## config.mk

```make
export PLATFORM = sky130hd
export DESIGN_NAME = fws_status_top
export DESIGN_NICKNAME = d
export VERILOG_FILES = /design/src/hw/fws_pkg.sv /design/src/hw/fws_sync.sv /design/src/hw/fws_timer.sv /design/src/hw/fws_status_top.sv
export VERILOG_INCLUDE_DIRS = /design/src /design/src/hw
export SDC_FILE = /design/constraint.sdc
export NUM_CORES = 1
export LEC_CHECK = 0
export BUFFER_PORTS_ARGS = -buffer_cell sky130_fd_sc_hd__buf_2
export CORE_ASPECT_RATIO = 1.75
export CORE_MARGIN = 4
export CORE_UTILIZATION = 59
export CTS_CLUSTER_SIZE = 25
export DETAILED_ROUTE_END_ITERATION = 10
export GPL_TIMING_DRIVEN = 1
export PLACE_DENSITY = 0.95
export SLEW_MARGIN = 20
export SYNTH_ARGS = -nofsm -noshare
export SYNTH_HDL_FRONTEND = slang
export SYNTH_SLANG_ARGS = --single-unit
```

## constraint.sdc

```tcl
create_clock -name ref_clk -period 3.2 [get_ports ref_clk]
set_input_delay 0 -clock ref_clk [delete_from_list [all_inputs] [get_ports ref_clk]]
set_output_delay 0 -clock ref_clk [all_outputs]
set_load 0.01 [all_outputs]
```

## src/hw/fws_consts.svh

```systemverilog
// Named constants for the flash write status reporting block.
// Assumes a 20 MHz reference clock; included by bare name.
`ifndef FWS_CONSTS_SVH
`define FWS_CONSTS_SVH

// Reference clock rate
`define FWS_REF_HZ 20000000
// Protected program status window, ns
`define FWS_PROT_PROG_NS 1000
// Protected erase status window, us
`define FWS_PROT_ERASE_US 100
// Cycles, rounded down from the approximate windows
`define FWS_PROT_PROG_CYC ((`FWS_PROT_PROG_NS * (`FWS_REF_HZ / 1000000)) / 1000)
`define FWS_PROT_ERASE_CYC (`FWS_PROT_ERASE_US * (`FWS_REF_HZ / 1000000))
// Slow burst clock limit and derived period in reference cycles
`define FWS_SLOW_HZ 6000000
`define FWS_SLOW_PERIOD (`FWS_REF_HZ / `FWS_SLOW_HZ)
// Wait on every third slow clock
`define FWS_SLOW_PHASE 2'h2
`define FWS_SLOW_WRAP 2'h2
// Word address in each 64-word block that stalls the burst
`define FWS_BOUNDARY_ADDR 6'h3e
// Status bit positions in the data word
`define FWS_POLL_POS 7
`define FWS_TOGGLE_POS 6
`define FWS_TIMEOUT_POS 5
`define FWS_ERTIMER_POS 3
`define FWS_STOGGLE_POS 2
// Reset values
`define FWS_DATA_RST 16'h0000
`define FWS_BIT_RST 1'h0

`endif

```

## src/hw/fws_pkg.sv

```systemverilog
// Types shared by the flash write status reporting block.
// Assumes nothing beyond the constants header.
package fws_pkg;
	typedef enum logic [2:0] {
		FWS_IDLE,
		FWS_PROG,
		FWS_PROT_PROG,
		FWS_ERASE,
		FWS_PROT_ERASE,
		FWS_SUSP,
		FWS_SUSP_PROG
	} fws_state_t;
endpackage : fws_pkg

```

## src/hw/fws_sync.sv

```systemverilog
// Two-flop synchroniser for pin-level inputs.
// Assumes the inputs are quasi-static levels relative to ref_clk.
`timescale 1ns/100ps
`default_nettype none
module fws_sync #(
	parameter int WIDTH = 1
) (
	input wire logic ref_clk,
	input wire logic rst_n,
	input wire logic [WIDTH-1:0] rawIn,
	input wire logic [WIDTH-1:0] rstVal,
	output logic [WIDTH-1:0] syncOut
);
	logic [WIDTH-1:0] stage1;
	logic [WIDTH-1:0] stage2;

	generate
		if (WIDTH < 1) begin : g_chk
			$error("fws_sync WIDTH must be at least one");
		end
	endgenerate

	// Reset value is all ones for every pin of every instance; rstVal does not change it
	always_ff @(posedge ref_clk or negedge rst_n) begin
		if (!rst_n) begin
			stage1 <= '1;
			stage2 <= '1;
		end else begin
			stage1 <= rawIn;
			stage2 <= stage1;
		end
	end

	assign syncOut = stage2 & (rstVal | ~rstVal);
endmodule : fws_sync
`default_nettype wire

```

## src/hw/fws_timer.sv

```systemverilog
// Down-counter giving a one-cycle expiry pulse after a loaded count.
// Assumes load is a one-cycle pulse from logic on ref_clk.
`timescale 1ns/100ps
`default_nettype none
module fws_timer #(
	parameter int WIDTH = 12
) (
	input wire logic ref_clk,
	input wire logic rst_n,
	input wire logic load,
	input wire logic cancel,
	input wire logic [WIDTH-1:0] loadVal,
	output logic expired
);
	logic [WIDTH-1:0] count;
	logic running;
	wire lastTick = running && (count == {{(WIDTH-1){1'b0}}, 1'b1});

	generate
		if (WIDTH < 2) begin : g_chk
			$error("fws_timer WIDTH must be at least two");
		end
	endgenerate

	always_ff @(posedge ref_clk or negedge rst_n) begin
		if (!rst_n) begin
			count <= '0;
			running <= 1'b0;
			expired <= 1'b0;
		end else begin
			expired <= lastTick && !load && !cancel;
			if (load) begin
				count <= loadVal;
				running <= 1'b1;
			end else if (cancel || lastTick) begin
				count <= '0;
				running <= 1'b0;
			end else if (running) begin
				count <= count - {{(WIDTH-1){1'b0}}, 1'b1};
			end
		end
	end
endmodule : fws_timer
`default_nettype wire

```

## src/hw/fws_status_top.sv

```systemverilog
// Write operation status reporting and burst wait output of a four-bank flash.
// Assumes an embedded algorithm controller on ref_clk issues the command pulses;
// read strobes and the burst clock arrive as pins.
//
// Function
// - Program status returns inverted written bit 7, true value when done.
// - Protected-sector program shows polling status about 1 us, then array reads.
// - Polling bit reads 0 during erase, 1 when done or suspended.
// - Fully protected erase shows polling status about 100 us, then array.
// - Partially protected erase skips protected sectors; their status is undefined.
// - Low wait output means next word comes one clock later.
// - Wait output driven only in burst reads, low during initial access.
// - Wait low at each 64-word boundary, first at word 3Eh.
// - Burst clock below 6 MHz gives wait low every third clock.
// - Toggle bit flips per read to busy bank, stops on completion.
// - Toggle bit valid from last command write and in erase timeout.
// - Fully protected erase toggles about 100 us, then array data.
// - Protected-sector program toggles about 1 us, then array data.
// - Toggle stops in erase suspend, resumes during suspend program.
// - Sector toggle flips in selected sectors; constant elsewhere during erase.
// - In erase suspend, unselected sectors return plain array data.
// - Sector toggle holds in normal program, undefined in suspend program.
// - Status only for the busy bank; idle bank returns array data.
`timescale 1ns/100ps
`default_nettype none
`include "fws_consts.svh"
module fws_status_top
	import fws_pkg::*;
#(
	parameter int BANK_W = 2,
	parameter int INIT_WAIT = 4,
	parameter int TIMER_W = 12
) (
	input wire logic ref_clk,
	input wire logic rst_n,
	input wire logic cmdProgram,
	input wire logic cmdErase,
	input wire logic cmdSuspend,
	input wire logic cmdResume,
	input wire logic cmdTargetProtected,
	input wire logic algDone,
	input wire logic [BANK_W-1:0] opBank,
	input wire logic progBit7,
	input wire logic timeoutFlag,
	input wire logic eraseTimerBit,
	input wire logic ce_n,
	input wire logic oe_n,
	input wire logic [BANK_W-1:0] readBank,
	input wire logic readInErase,
	input wire logic [15:0] arrayData,
	output logic [15:0] dataOut,
	output logic dataOutEn,
	input wire logic burstMode,
	input wire logic burstStart,
	input wire logic [5:0] burstAddr,
	input wire logic burstClk,
	output logic rdy,
	output logic rdyOe,
	output logic bankBusy
);
	generate
		if (BANK_W < 1 || INIT_WAIT < 1 || INIT_WAIT > 15) begin : g_chk
			$error("fws_status_top parameters out of range");
		end
		if (TIMER_W < 12 || TIMER_W > 31) begin : g_chk_t
			$error("fws_status_top TIMER_W cannot hold the protect windows");
		end
	endgenerate

	localparam logic [TIMER_W-1:0] PROG_CYC = TIMER_W'(`FWS_PROT_PROG_CYC);
	localparam logic [TIMER_W-1:0] ERASE_CYC = TIMER_W'(`FWS_PROT_ERASE_CYC);
	localparam logic [3:0] INIT_CNT = 4'(INIT_WAIT);
	localparam logic [3:0] SLOW_CNT = 4'(`FWS_SLOW_PERIOD);

	////////////////////////////////////////////////////////////////////////
	// Pin synchronisers

	logic ceSync;
	logic oeSync;
	logic clkSync;

	fws_sync #(.WIDTH(3)) u_sync (
		.ref_clk(ref_clk),
		.rst_n(rst_n),
		.rawIn({ce_n, oe_n, burstClk}),
		.rstVal(3'h7),
		.syncOut({ceSync, oeSync, clkSync})
	);

	logic oePrev;
	logic clkPrev;
	// A read cycle starts when output enable falls with chip enable low
	wire readCycle = oePrev && !oeSync && !ceSync;
	wire clkRise = !clkPrev && clkSync;

	////////////////////////////////////////////////////////////////////////
	// Operation state

	fws_state_t state;
	fws_state_t next_state;
	logic [BANK_W-1:0] busyBank;
	logic writtenBit7;
	logic protExpired;

	wire protProgStart = cmdProgram && cmdTargetProtected && (state == FWS_IDLE);
	wire protEraseStart = cmdErase && cmdTargetProtected && (state == FWS_IDLE);

	fws_timer #(.WIDTH(TIMER_W)) u_timer (
		.ref_clk(ref_clk),
		.rst_n(rst_n),
		.load(protProgStart || protEraseStart),
		.cancel(1'b0),
		.loadVal(protProgStart ? PROG_CYC : ERASE_CYC),
		.expired(protExpired)
	);

	always_comb begin
		next_state = state;
		case (state)
			FWS_IDLE: begin
				if (cmdProgram) begin
					next_state = cmdTargetProtected ? FWS_PROT_PROG : FWS_PROG;
				end else if (cmdErase) begin
					next_state = cmdTargetProtected ? FWS_PROT_ERASE : FWS_ERASE;
				end
			end
			FWS_PROG: begin
				if (algDone) begin
					next_state = FWS_IDLE;
				end
			end
			FWS_PROT_PROG, FWS_PROT_ERASE: begin
				if (protExpired) begin
					next_state = FWS_IDLE;
				end
			end
			FWS_ERASE: begin
				if (algDone) begin
					next_state = FWS_IDLE;
				end else if (cmdSuspend) begin
					next_state = FWS_SUSP;
				end
			end
			FWS_SUSP: begin
				if (cmdResume) begin
					next_state = FWS_ERASE;
				end else if (cmdProgram && !cmdTargetProtected) begin
					next_state = FWS_SUSP_PROG;
				end
			end
			FWS_SUSP_PROG: begin
				if (algDone) begin
					next_state = FWS_SUSP;
				end
			end
			default: begin
				next_state = FWS_IDLE;
			end
		endcase
	end

	always_ff @(posedge ref_clk or negedge rst_n) begin
		if (!rst_n) begin
			state <= FWS_IDLE;
			busyBank <= '0;
			writtenBit7 <= `FWS_BIT_RST;
		end else begin
			state <= next_state;
			if (state == FWS_IDLE && (cmdProgram || cmdErase)) begin
				busyBank <= opBank;
			end
			if (cmdProgram && (state == FWS_IDLE || state == FWS_SUSP)) begin
				writtenBit7 <= progBit7;
			end
		end
	end

	////////////////////////////////////////////////////////////////////////
	// Read decode

	wire inProg = (state == FWS_PROG) || (state == FWS_PROT_PROG);
	wire inSuspProg = (state == FWS_SUSP_PROG);
	wire inErase = (state == FWS_ERASE) || (state == FWS_PROT_ERASE);
	wire inSusp = (state == FWS_SUSP);
	// status only from the busy bank
	wire bankHit = (state != FWS_IDLE) && (readBank == busyBank);
	// suspended reads outside erase sectors give array data
	wire statusRead = bankHit && !(inSusp && !readInErase);
	wire pollBit = (inProg || inSuspProg) ? !writtenBit7 : inSusp;
	wire toggleActive = inProg || inSuspProg || inErase;
	wire stoggleActive = (inErase || inSusp) && readInErase;

	logic toggleBit;
	logic stoggleBit;

	function automatic logic [15:0] fws_status_word(
		input logic [15:0] arr,
		input logic poll,
		input logic tog,
		input logic tmo,
		input logic ert,
		input logic stog
	);
		logic [15:0] w;
		w = arr;
		w[`FWS_POLL_POS] = poll;
		w[`FWS_TOGGLE_POS] = tog;
		w[`FWS_TIMEOUT_POS] = tmo;
		w[`FWS_ERTIMER_POS] = ert;
		w[`FWS_STOGGLE_POS] = stog;
		return w;
	endfunction : fws_status_word

	wire [15:0] statusWord = fws_status_word(arrayData, pollBit, toggleBit ^ toggleActive,
		timeoutFlag, eraseTimerBit, stoggleBit ^ stoggleActive);
	wire [15:0] readWord = statusRead ? statusWord : arrayData;

	always_ff @(posedge ref_clk or negedge rst_n) begin
		if (!rst_n) begin
			oePrev <= 1'b1;
			toggleBit <= `FWS_BIT_RST;
			stoggleBit <= `FWS_BIT_RST;
			dataOut <= `FWS_DATA_RST;
			dataOutEn <= 1'b0;
			bankBusy <= 1'b0;
		end else begin
			oePrev <= oeSync;
			dataOutEn <= !oeSync && !ceSync;
			bankBusy <= next_state != FWS_IDLE;
			if (readCycle) begin
				dataOut <= readWord;
				if (statusRead && toggleActive) begin
					toggleBit <= !toggleBit;
				end
				if (statusRead && stoggleActive) begin
					stoggleBit <= !stoggleBit;
				end
			end
		end
	end

	////////////////////////////////////////////////////////////////////////
	// Burst wait output

	logic [3:0] periodCnt;
	logic slowClk;
	logic [3:0] initCnt;
	logic [5:0] wordAddr;
	logic [1:0] slowPhase;

	wire initBusy = initCnt != 4'h0;
	wire atBoundary = wordAddr == `FWS_BOUNDARY_ADDR;
	wire slowWait = slowClk && (slowPhase == `FWS_SLOW_PHASE);
	wire [1:0] phaseNext = (slowPhase == `FWS_SLOW_WRAP) ? 2'h0 : slowPhase + 2'h1;
	wire [3:0] periodNext = (periodCnt == 4'hf) ? periodCnt : periodCnt + 4'h1;

	always_ff @(posedge ref_clk or negedge rst_n) begin
		if (!rst_n) begin
			// Matches the synchroniser reset level, no false edge
			clkPrev <= 1'b1;
			periodCnt <= 4'h0;
			slowClk <= 1'b0;
		end else begin
			clkPrev <= clkSync;
			periodCnt <= clkRise ? 4'h1 : periodNext;
			if (clkRise) begin
				slowClk <= periodCnt > SLOW_CNT;
			end
		end
	end

	always_ff @(posedge ref_clk or negedge rst_n) begin
		if (!rst_n) begin
			initCnt <= 4'h0;
			wordAddr <= 6'h00;
			slowPhase <= 2'h0;
			rdy <= 1'b1;
			rdyOe <= 1'b0;
		end else begin
			rdyOe <= burstMode && !ceSync;
			if (burstStart) begin
				initCnt <= INIT_CNT;
				wordAddr <= burstAddr;
				slowPhase <= 2'h0;
				rdy <= 1'b0;
			end else if (!burstMode) begin
				initCnt <= 4'h0;
				rdy <= 1'b1;
			end else if (clkRise) begin
				slowPhase <= phaseNext;
				// low holds the next word one clock
				if (initBusy) begin
					initCnt <= initCnt - 4'h1;
					rdy <= 1'b0;
				end else if (atBoundary || slowWait) begin
					rdy <= 1'b0;
					wordAddr <= atBoundary ? wordAddr : wordAddr + 6'h01;
					if (atBoundary && !rdy) begin
						wordAddr <= wordAddr + 6'h01;
						// slow wait still applies after the stall
						rdy <= !slowWait;
					end
				end else begin
					wordAddr <= wordAddr + 6'h01;
					rdy <= 1'b1;
				end
			end
		end
	end
endmodule : fws_status_top
`default_nettype wire

```

Word level (Yosys, flattened, before mapping)

Index checks and enable logic that the tools add are counted.

Memories: 0
Bits in latches: 0
Input bits: 43
RAM bits: 0
ROM bits: 0
Flip-flop bits (word level): 67
Word-level logic and storage cells: 146
Output and inout port bits: 20

Equality and inequality tests: 16
Reduce and logical (&&, ||, !) cells: 57
Bitwise gates (word level): 2
$lt $le $gt $ge: 1
Divide/modulo/power cells: 0
Multipliers: 0
Multiplexer cells: 43
Add/subtract/negate cells: 5
Shift operators: 0

Operator list:

| operator              | number |
|---|---|
| $mux 6                | 7 |
| $mux 12               | 3 |
| $mux 3                | 10 |
| $mux 4                | 6 |
| $logic_and 1x1->1     | 22 |
| $pmux 3 s6            | 1 |
| $eq 12x1->1 const B   | 1 |
| $logic_not 1->1       | 12 |
| $sub 12x1->12 const B | 1 |
| $mux 11               | 1 |
| $mux 2                | 5 |
| $eq 3x3->1 const B    | 3 |
| $logic_or 1x1->1      | 9 |
| $mux 1                | 9 |
| $reduce_bool 3->1     | 3 |
| $mux 8                | 1 |
| $reduce_and 2->1      | 4 |
| $add 6x1->6 const B   | 1 |
| $eq 3x2->1 const B    | 2 |
| $eq 6x6->1 const B    | 1 |
| $ne 3x1->1 const B    | 2 |
| $reduce_bool 2->1     | 3 |
| $add 4x1->4 const B   | 1 |
| $eq 4x4->1 const B    | 1 |
| 13 further kinds      | 15 |

Depth between registers and ports, before layout

Depth after elaboration: 9
Depth in mapped cells: 7
Depth with buffers taken out: 7

By module

A second synthesis with hierarchy kept.

Cells, all modules: 364
Area, all modules: 3505.9 µm²

By module, submodules not included:

| module         | sequential area each (µm²) | area each (µm²) | cells an instance | instances |
|---|---|---|---|---|
| fws_status_top | 1179.9                     | 2413.6          | 252               | 1 |
| fws_timer      | 350.3                      | 934.6           | 106               | 1 |
| fws_sync       | 157.7                      | 157.7           | 6                 | 1 |

Worst setup path before layout

No wires, ideal clock.

Path kind: reg-to-reg
From: register initCnt[0]
To: register wordAddr[3]
Data arrival time: 1608 ps
Slack: 1467 ps
Setup time: 125 ps
Path buffers: 0
Clock period less this slack: 1733 ps
Cell stages (with the launch flop): 8
Required time: 3075 ps
Cells stage by stage: dfrtp_1 > inv_1 > ha_1 > nor3b_2 > o2111ai_1 > nor3_1 > xor2_1 > mux2_2

Longest elaborated chain between the ends: 3

Ends and longest elaborated chain:

| what                       | RTL line              | source |
|---|---|---|
| from (decl)                | fws_status_top.sv:247 | `logic [3:0] initCnt;` |
| from (signal assigned)     | fws_status_top.sv:293 | `initCnt <= initCnt - 4'h1;` |
| $reduce_bool 4->1          | fws_status_top.sv:251 | `wire initBusy = initCnt != 4'h0;` |
| $ne 2x2->1 (no line)       | -                     |  |
| $reduce_and 4->1 (no line) | -                     |  |
| to (signal assigned)       | fws_status_top.sv:283 | `wordAddr <= burstAddr;` |
| to (signal assigned)       | fws_status_top.sv:297 | `wordAddr <= atBoundary ? wordAddr : wordAddr + 6'h01;` |
| to (signal assigned)       | fws_status_top.sv:299 | `wordAddr <= wordAddr + 6'h01;` |
| to (decl)                  | fws_status_top.sv:248 | `logic [5:0] wordAddr;` |

No other way between the ends.
A chain may end at the register's enable or synchronous reset.

Final worst setup path

From: register u_sync.stage2[0]
To: register wordAddr[3]

Longest elaborated chain between the ends: 3

Ends and longest elaborated chain:

| what                        | RTL line             | source |
|---|---|---|
| from (decl)                 | fws_sync.sv:15       | `logic [WIDTH-1:0] stage2;` |
| from (signal assigned)      | fws_sync.sv:30       | `stage2 <= stage1;` |
| $logic_and 1x1->1           | fws_status_top.sv:94 | `wire clkRise = !clkPrev && clkSync;` |
| $reduce_bool 2->1 (no line) | -                    |  |
| $reduce_and 4->1 (no line)  | -                    |  |

No other way between the ends.

==> summary.txt <==
Timing
  • Hold slack: 0.00915 ns
  • Setup violations, final: 0
  • Max_slew headroom: 44.6%
  • Max Clock Freq: 0.417 GHz
  • RSZ-0062 raised after global routing: false
  • Slew Limit Fails: 0
  • Skew final: 0.00741 ns
  • Tcrit/Tclk final: 74.9%
  • Tmin final: 2.40 ns
  • Worst slew pin tran: 0.830 ns
  • Final Hold Viols: 0
  • Setup ws final: 0.804 ns
  • Setup_tns: 0 ns

Synthesis
  • Yosys cell types: 56
  • Net Count, Synth: 385
  • Async SR Flop Fraction: 100%
  • Sequential fraction of the synthesis area: 51.3%
  • Most used DFF post-synth: dfrtp_1
  • Post-synth EDFFs: 0
  • Syn avg cell area: 9.82 µm²
  • Mapped Area: 3290 µm²
  • Mapped Cells: 335
  • Ys Warns: 0
  • Number of synthesized register bits: 67

Global route
  • Initial antenna violation count: 0
  • Grt total ovfl: 0
  • Vias in the first global route: 3,010
  • Tot GR Track Use: 25.8%
  • Pin count of the biggest net entering global routing: 53
  • Global-route wire length before repair: 13,800 µm

Layout
  • Area of the multi-input gates: 1520 µm²
  • Fraction of layout cells with a size suffix above 1: 24.9%
  • Most frequent cells in the layout: nand2_1, buf_2, dfrtp_1
  • Reg area: 1690 µm²
  • Fill cells: 336
  • Commonest non-fill, non-tap cell in the layout: nand2_1
  • Layout area overhead: 27.9%
  • Antenna diodes: 0
  • Layout Cells excl Fill: 512
  • Layout Nets: 483
  • Layout Utilization: 78.7%

Route
  • Final wirelength: 8370 µm
  • Avg Vias per Cell: 5.79
  • DR DRC count: 0
  • TritonRoute pass-1 iters: 5
  • Routed via count: 2,962
  • Drt wl/cell: 16.3 µm
  • Final ANT Viol Nets: 0
  • Initial DRC Count: 187

CTS
  • Clock Sinks: 67
  • TritonCTS clock tree: done
  • Hold buffers post-CTS: 33
  • Post-cts gate resize count: 0
  • Clk buf depth: 2
  • Clock root cell: clkbuf_8
  • Postcts setup bufs: 0
  • Total CTS buffers: 9
  • Depth of the CTS H-tree: 3
  • Skew-Pair Late Insertion Delay: 0.36 ns
  • CTS clk-pin slew, worst paths: 0.07 ns

Floorplan
  • Starting Density: 61.5%
  • # rows: 35
  • Die height: 107 µm
  • Die area: 6880 µm²
  • I/O pin count: 63
  • Chip Width: 64.4 µm
  • Core footprint: 5340 µm²

Pwr
  • PD cells: 725 nW/µm²
  • Leakage Power: 1.99 nW
  • Worst vdd ir: 0.000612 V

Placement
  • IO buf count: 62
  • Post-Place Cells: 463
  • Final Wtd Congestion: 0.890
  • Hpwl dp: 5310 µm
  • Worst slack at placement: 1.07 ns

Critical path
  • Data required, critical path: 3.45 ns
  • Worst-path maximum fanout: 8
  • WP data arrival: 2.64 ns
  • Critical Path Sink Type: register
  • Crit path launch type: register
  • Critical path type: register to register

Run
  • Max-Cap Viols: 0

Run status
  • Outcome: completed

Min path
  • Hold crit path type: input port to register
==> worst max-delay path, cell delays in order (launching register included) <==
cell,delay [ns]
dfstp_2,0.54
nor2b_1,0.46
o2111ai_1,0.40
nor3_1,0.43
xor2_1,0.16
mux2_2,0.28
==> report_power, final <==
part / leakage (nW) / switching [W] / internal (W)
logic: 1.07 / 0.000507 / 0.000443
registers: 0.813 / 0.000256 / 0.00107
clock network: 0.106 / 0.000335 / 0.000440
==> path summary, 6_finish.rpt <==
| path | startpoint | end | slack [ns] | depth (start not counted) |
|---|---|---|---|---|
| max in group asynchronous | rst_n | rdy | 2.26 | 3 |
| worst min-delay path | cmdErase | u_timer.count[7] | 0.009 | 3 |
| min in group asynchronous | rst_n | dataOut[5] | 0.19 | 2 |
| worst max-delay path | u_sync.stage2[0] | wordAddr[3] | 0.80 | 5 |
| worst max register to register | u_sync.stage2[0] | wordAddr[3] | 0.80 | 5 |
| worst min register to register | u_sync.stage1[0] | u_sync.stage2[0] | 0.35 | 0 |
==> cell type report <==
type                            count  share of cell area, %
Tap cell                           74                   2.20
Clock inverter                      6                   2.14
Clock buffer                       10                   3.03
Inverter                           11                  0.982
Multi-Input combinational cell    248                   36.0
Sequential cell                    67                   40.1
Timing Repair Buffer               96                   15.5
==> through the flow <==
step / total power [W] / cell area [µm²]
2_1_floorplan: 0.00195 / 3290
3_3_place_gp: 0.00216 / 3660
3_5_place_dp: 0.00221 / 3660
4_1_cts: 0.00303 / 4200
5_1_grt: 0.00324 / 4210
6_report: 0.00305 / 4210
==> state kept, by name, indices dropped and copies added (netlist names), 2 cells and up <==
register,cells
u_timer.count,12
initCnt,4
periodCnt,4
u_sync.stage2,3
wordAddr,6
u_sync.stage1,3
dataOut,16
slowPhase,2
state,3
busyBank,2
==> per-layer routing <==
metal  vias to the layer above  routed length, µm  GRT usage (%)
met5                         -                  0              0
met4                         0                177           10.4
met3                        19                459           5.97
met2                       120               4620           46.9
met1                      1456               3110           28.3
li1                       1367                  -              -
==> cell usage after synthesis, drive strengths merged (6+ instances only) <==
library cell	count	share of area [%]
a21oi	14	2.2
inv	11	1.3
ha	7	2.7
dfrtp	58	44
nor2	20	2.3
nor3	8	1.2
dfstp	9	7.2
xor2	6	1.6
nand2	72	8.4
xnor2	9	2.4
nand3	13	2.1
o21ai	22	3.3
==> cells by family (layout without fill, tap and decap cells) <==
| group | Yosys count | count (layout) | share of synthesized area [%] |
|---|---|---|---|
| simple gates | 155 | 155 | 24.5 |
| flops | 67 | 67 | 51.3 |
| compound gates | 61 | 61 | 11.7 |
| buf+inv | 20 | 123 | 2.55 |
| xor+xnor | 15 | 15 | 4.00 |
| mux | 10 | 10 | 3.23 |
| fa+ha+maj | 7 | 7 | 2.66 |
No activity file was read; power rests on OpenSTA's default activity.
